==> config.mk <==
export PLATFORM = sky130hd
export DESIGN_NAME = qsr_status
export DESIGN_NICKNAME = d
export VERILOG_FILES = /design/src/include/qsr_pkg.sv /design/src/rtl/qsr_cond_sync.sv /design/src/rtl/qsr_status.sv
export SDC_FILE = /design/constraint.sdc
export NUM_CORES = 1
export LEC_CHECK = 0
export CORE_UTILIZATION = 62
export DETAILED_ROUTE_END_ITERATION = 10
export DONT_BUFFER_PORTS = 1
export GPL_TIMING_DRIVEN = 0
export PLACE_DENSITY_LB_ADDON = 0.2
export SYNTH_ARGS = -nofsm -noshare
export SYNTH_HDL_FRONTEND = slang
export SYNTH_SLANG_ARGS = --single-unit
export TNS_END_PERCENT = 10
==> constraint.sdc <==
create_clock -name ref_clk_in -period 1.7 [get_ports ref_clk_in]
set_clock_uncertainty 0.15 [all_clocks]
set_input_delay 0.17 -clock ref_clk_in [delete_from_list [all_inputs] [get_ports ref_clk_in]]
set_output_delay 0.17 -clock ref_clk_in [all_outputs]
set_load 0.05 [all_outputs]
==> src/include/qsr_pkg.sv <==
// Package with constants, opcodes and carriers of the quality status block
package qsr_pkg;

    // Register width and number of condition inputs
    localparam int REG_WIDTH   = 16;
    localparam int NUM_COND    = 6;

    // Bit positions of the quality conditions
    localparam int BIT_POWER   = 3;
    localparam int BIT_OVEN    = 4;
    localparam int BIT_LOCK    = 5;
    localparam int BIT_ZERO    = 6;
    localparam int BIT_MOD     = 7;
    localparam int BIT_CAL     = 8;
    localparam int BIT_OVLD    = 9;

    // Meaningful bits: 3-5 and 7-9
    localparam logic [15:0] USED_MASK   = 16'h03B8;

    // Summary position in the status byte
    localparam int SUMMARY_BIT = 3;

    // Reset values of the stored registers
    localparam logic [15:0] ENABLE_RST  = 16'h0000;
    localparam logic [15:0] FALL_RST    = 16'h0000;
    localparam logic [15:0] RISE_RST    = 16'h0000;
    localparam logic [15:0] EVENT_RST   = 16'h0000;

    // Status command opcodes
    typedef enum logic [3:0] {
        OP_NOP      = 4'h0,
        OP_CLEAR    = 4'h1,
        OP_WR_EN    = 4'h2,
        OP_WR_FALL  = 4'h3,
        OP_WR_RISE  = 4'h4,
        OP_RD_COND  = 4'h5,
        OP_RD_EVENT = 4'h6,
        OP_RD_EN    = 4'h7,
        OP_RD_FALL  = 4'h8,
        OP_RD_RISE  = 4'h9
    } qsr_op_type;

    // Command from the remote controller side
    typedef struct packed {
        logic             valid;
        qsr_op_type       op;
        logic [15:0]      data;
    } qsr_req_type;

    // Answer to a query
    typedef struct packed {
        logic             valid;
        logic [15:0]      data;
    } qsr_rsp_type;

    // Places the six condition inputs at their register positions
    function automatic logic [15:0] qsr_expand_cond(input logic [5:0] c);
        logic [15:0] r;
        r            = 16'h0000;
        r[BIT_POWER] = c[0];
        r[BIT_OVEN]  = c[1];
        r[BIT_LOCK]  = c[2];
        r[BIT_MOD]   = c[3];
        r[BIT_CAL]   = c[4];
        r[BIT_OVLD]  = c[5];
        return r;
    endfunction : qsr_expand_cond

endpackage : qsr_pkg

==> src/rtl/qsr_cond_sync.sv <==
// Three-stage synchroniser with agreement filter for condition pins
`timescale 1ns/1ns
module qsr_cond_sync #(
    parameter int WIDTH = 6
) (
    input  wire logic             ref_clk_in,
    input  wire logic             srst_in,
    input  wire logic [WIDTH-1:0] raw_in,
    output logic      [WIDTH-1:0] level_out
);

    logic [WIDTH-1:0] s1_q;
    logic [WIDTH-1:0] s2_q;
    logic [WIDTH-1:0] s3_q;

    // Shift chain; first stage feeds only the second
    always_ff @(posedge ref_clk_in)
    begin
        if (srst_in)
        begin
            s1_q <= '0;
            s2_q <= '0;
            s3_q <= '0;
        end
        else
        begin
            s1_q <= raw_in;
            s2_q <= s1_q;
            s3_q <= s2_q;
        end
    end

    // Accept a bit change only once stages two and three agree
    always_ff @(posedge ref_clk_in)
    begin
        if (srst_in)
            level_out <= '0;
        else
            for (int i = 0; i < WIDTH; i++)
                if (s2_q[i] == s3_q[i])
                    level_out[i] <= s3_q[i];
    end

endmodule : qsr_cond_sync

==> src/rtl/qsr_status.sv <==
// Signal quality status group: condition, filters, events, summary
`timescale 1ns/1ns
module qsr_status #(
    parameter int NUM_COND = qsr_pkg::NUM_COND
) (
    input  wire logic                  ref_clk_in,
    input  wire logic                  srst_in,
    input  wire logic [NUM_COND-1:0]   cond_in,
    input  wire qsr_pkg::qsr_req_type  req_in,
    output qsr_pkg::qsr_rsp_type       rsp_out,
    output logic                       summary_out
);

    logic [NUM_COND-1:0] cond_lvl;
    logic [15:0]         cond_now;
    logic [15:0]         cond_prev_q;
    logic [15:0]         enable_q;
    logic [15:0]         fall_q;
    logic [15:0]         rise_q;
    logic [15:0]         event_q;
    logic [15:0]         event_d;
    logic [15:0]         rise_hit;
    logic [15:0]         fall_hit;
    logic                ev_clear;
    logic                is_wr;

    // Condition pins cross into the clock domain
    qsr_cond_sync #(
        .WIDTH      (NUM_COND)
    ) u_sync (
        .ref_clk_in (ref_clk_in),
        .srst_in    (srst_in),
        .raw_in     (cond_in),
        .level_out  (cond_lvl)
    );

    // Position the conditions; bit 6 and unused bits stay zero
    assign cond_now = qsr_pkg::qsr_expand_cond(cond_lvl);

    // Previous-cycle copy for edge detection
    always_ff @(posedge ref_clk_in)
    begin
        if (srst_in)
            cond_prev_q <= 16'h0000;
        else
            cond_prev_q <= cond_now;
    end

    // Filtered edges, only at the meaningful positions
    assign rise_hit = cond_now & ~cond_prev_q & rise_q
                      & qsr_pkg::USED_MASK;
    assign fall_hit = ~cond_now & cond_prev_q & fall_q
                      & qsr_pkg::USED_MASK;

    assign is_wr = req_in.valid;

    // Software-written registers keep every written bit for readback
    always_ff @(posedge ref_clk_in)
    begin
        if (srst_in)
        begin
            enable_q <= qsr_pkg::ENABLE_RST;
            fall_q   <= qsr_pkg::FALL_RST;
            rise_q   <= qsr_pkg::RISE_RST;
        end
        else if (is_wr)
        begin
            case (req_in.op)
                qsr_pkg::OP_WR_EN:   enable_q <= req_in.data;
                qsr_pkg::OP_WR_FALL: fall_q   <= req_in.data;
                qsr_pkg::OP_WR_RISE: rise_q   <= req_in.data;
                default:             ;
            endcase
        end
    end

    // Event clear by query or clear-status; new edges win over the clear
    assign ev_clear = req_in.valid
                      && (req_in.op == qsr_pkg::OP_RD_EVENT
                          || req_in.op == qsr_pkg::OP_CLEAR);
    assign event_d  = (ev_clear ? 16'h0000 : event_q)
                      | rise_hit | fall_hit;

    always_ff @(posedge ref_clk_in)
    begin
        if (srst_in)
            event_q <= qsr_pkg::EVENT_RST;
        else
            event_q <= event_d;
    end

    // Query answers, one cycle after the command
    always_ff @(posedge ref_clk_in)
    begin
        if (srst_in)
        begin
            rsp_out.valid <= 1'b0;
            rsp_out.data  <= 16'h0000;
        end
        else
        begin
            rsp_out.valid <= 1'b0;
            if (req_in.valid)
            begin
                case (req_in.op)
                    qsr_pkg::OP_RD_COND:
                    begin
                        rsp_out.valid <= 1'b1;
                        rsp_out.data  <= cond_now;
                    end
                    qsr_pkg::OP_RD_EVENT:
                    begin
                        rsp_out.valid <= 1'b1;
                        rsp_out.data  <= event_q;
                    end
                    qsr_pkg::OP_RD_EN:
                    begin
                        rsp_out.valid <= 1'b1;
                        rsp_out.data  <= enable_q;
                    end
                    qsr_pkg::OP_RD_FALL:
                    begin
                        rsp_out.valid <= 1'b1;
                        rsp_out.data  <= fall_q;
                    end
                    qsr_pkg::OP_RD_RISE:
                    begin
                        rsp_out.valid <= 1'b1;
                        rsp_out.data  <= rise_q;
                    end
                    default: ;
                endcase
            end
        end
    end

    // Summary bit 3 of the status byte from enabled events
    always_ff @(posedge ref_clk_in)
    begin
        if (srst_in)
            summary_out <= 1'b0;
        else
            summary_out <= |(event_q & enable_q
                             & qsr_pkg::USED_MASK);
    end
endmodule : qsr_status

==> summary.txt <==
Pwr
  – Static leakage: 1.68 nW
  – PD cells: 929 mW/mm^2
  – Worst VDD drop: 683 uV
  – Total chip power: 4.21 mW

Timing
  – Slew Limit Fails: 0
  – Worst slew margin: 0.513
  – Slew @ Worst Pin: between 0.7 and 0.8 ns
  – Post-route setup TNS: 0 ns
  – Hold Fails Final Rpt: 0
  – Crit share post-route: 0.800
  – RSZ-0062 raised after global routing: no
  – Period minus WS final: 1.36 ns
  – FMAX: 735 MHz
  – Setup violators final: 0
  – Hold WS: 0.0254 ns

Min path
  – Hold-critical path depth: 2
  – Hold Path Sink: u_sync.s2_q[4]
  – Hold Path Class: primary input to flip-flop
  – Worst hold start: srst_in

Global routing
  – Number of global-route vias before repair: 3054
  – Total Routing Usage GR: 0.274
  – Grt ovf: 0
  – Initial antenna violation count: 0
  – First-pass GRT wire length: 14.9 mm
  – Pin count of the biggest net entering global routing: 17

Critical path
  – FF-to-FF path depth: 4
  – FF-to-FF End: rsp_out[8]
  – Worst R2R Setup Slack: about 0.39 ns
  – Crit path launch type: primary input
  – Critical Path RT: 1.77 ns
  – Critical Path Fanout Max: 10
  – R2r startpoint: enable_q[8]
  – Critical Path Sink Type: flip-flop
  – CP Class: primary input to flip-flop
  – WP data arrival: ~1.4 ns

Final layout
  – Post-route cell area: 0.00453 mm^2
  – Antenna diodes: 0
  – Nets: 489
  – Area grow syn2layout: 11.9%
  – Fin util: 0.718
  – Ratio of cells with drive above 1 in the final layout: 0.101

Clock network
  – CTS root buf: clkbuf_8
  – Post-CTS Resized: 0
  – CTS Buf Count: 9
  – Clk pin slew, worst setup/hold paths: around 0.090 ns
  – Clk_lat worst skew: 0.36 ns
  – TritonCTS clock tree: yes
  – H-tree depth: 3
  – Clock Sinks: approximately 100
  – Postcts setup bufs: 0
  – Clock Path Buffers: 2
  – CTS Hold Bufs: 22

Die
  – Rows: 29
  – Initial Util: 0.641
  – IO Count: 47
  – Die W: 82.8 um
  – Total core area: about 0.0063 mm^2
  – Die ar.: around 0.0069 mm^2
  – Die H: 82.8 um

Synth
  – Cell area after synthesis: 0.00405 mm^2
  – Synth top cells by count: 102 x dfxtp_1, 54 x a21oi_1, 50 x nand2_1, 49 x nor2_1, 42 x mux2i_1
  – Synth area leader: dfxtp_1
  – Post-synth top flop: dfxtp_1
  – Syn Inst Count: about 430
  – Synthesized flop and latch total: 102
  – Yosys warns: 0
  – Synth Net Count: 456
  – Synth top area cells: dfxtp_1 50%, mux2i_1 10%, a21oi_1 6.7%
  – Top-count cell post-synth: dfxtp_1
  – Number of synthesized flops with an enable pin: 0
  – Yosys top cell area share: 0.504
  – Seq/Total Area, Yosys: 0.504
  – Synth async-reset ratio: 0
  – Synth cell types: 34
  – Post-Syn Area per Cell: 9.48 um^2

Place
  – # port buffers: 0
  – Half-perimeter wire length after placement: 6.03 mm
  – GPL Wtd Cong: 0.820
  – Post-DP Area: 0.00415 mm^2

Detailed routing
  – Wire per inst: 16.4 um
  – Total iterations of the first detailed-routing run: 5
  – Routed vias/inst: 5.81
  – Wirelength, routed: 8.89 mm
  – Initial drt markers: 174
  – Via count: 3149
  – Remaining routing DRC violations: 0
  – Number of nets with antenna violations after routing: 0

Flow run
  – Max Cap Viol: 0

Run status
  – Outcome: finished, final reports clean
-- flip-flops by register name, indices dropped and copies added (netlist names) --
register / count
fall_q: 16
enable_q: 16
rise_q: 16
cond_prev_q: 6
summary_out: 1
rsp_out: 17
u_sync.level_out: 6
u_sync.s3_q: 6
u_sync.s2_q: 6
event_q: 6
u_sync.s1_q: 6
-- layer usage --
metal / up-vias / wire length, um / global-route usage
li1: 1542 / - / -
met3: 15 / 413 / 0.0517
met4: 0 / 152 / 0.113
met1: 1501 / 4070 / 0.358
met5: - / 0 / 0
met2: 91 / 4260 / 0.447
-- critical path, cell delays in order --
cell	delay (ns)
clkbuf_1	0.34
nand3_1	0.34
clkbuf_1	0.36
nand2_1	0.15
a21oi_1	0.07
-- worst max path at each step --
stage | to | cells after the start | start
floorplan | rsp_out[7] | 7 | req_in[18]
global placement | rsp_out[9] | 7 | req_in[18]
detailed placement | rise_q[10] | 5 | req_in[20]
CTS | rsp_out[9] | 0 | rsp_out[9]
global route | rise_q[11] | 5 | req_in[20]
finish | rise_q[8] | 5 | req_in[20]
-- cells by family (layout without fill, tap and decap cells) --
| kind of cell | after synthesis | count (layout) | share of synthesized area |
|---|---|---|---|
| AOI/OAI and AO/OA | 106 | 106 | 0.168 |
| muxes | 48 | 48 | 0.121 |
| and+or+nand+nor | 140 | 140 | 0.163 |
| DFF | 102 | 102 | 0.504 |
| buffers and inverters | 31 | 69 | 0.0439 |
-- per-stage QoR --
step | worst slack [ns] | instances
after CTS | 0.340 | 542
after floorplan | 0.164 | 427
after detailed placement | 0.00291 | 504
after global routing | 0.224 | 542
after global placement | 0.0390 | 504
final | 0.340 | 542
-- cell type report --
class                   count  area [um^2]
flip-flops and latches    102         2040
repair buffers             22          220
well taps                  77         96.3
clock inverters             6         37.5
multi-input cells         294         1830
plain buffers              31          178
clock buffers              10          128
fillers                   463         1780
-- power breakdown --
part           switching, mW  leakage [nW]  internal (mW)
clock                  0.816        0.0902          0.532
sequential             0.111         0.828           2.44
combinational          0.174         0.761          0.132
total                   1.10          1.68           3.11
-- cells in the final DEF (no fill, tap or decap), types with 2 or more instances in the layout --
cell type and count:
dfxtp_1 102, a21oi_1 54, nand2_1 50, nor2_1 49, mux2i_1 42, nor2b_1 26, dlygate4sd3_1 22, clkbuf_1 16
a22oi_1 15, a211oi_1 9, clkbuf_8 9, a211oi_2 7, buf_2 6, o22ai_1 6, mux2_2 6, o21a_1 6
o21ai_0 6, buf_4 5, clkinv_2 4, buf_6 3, nand2b_1 2, and2_1 2, and3b_1 2
Power figures use the tool's default switching activity.
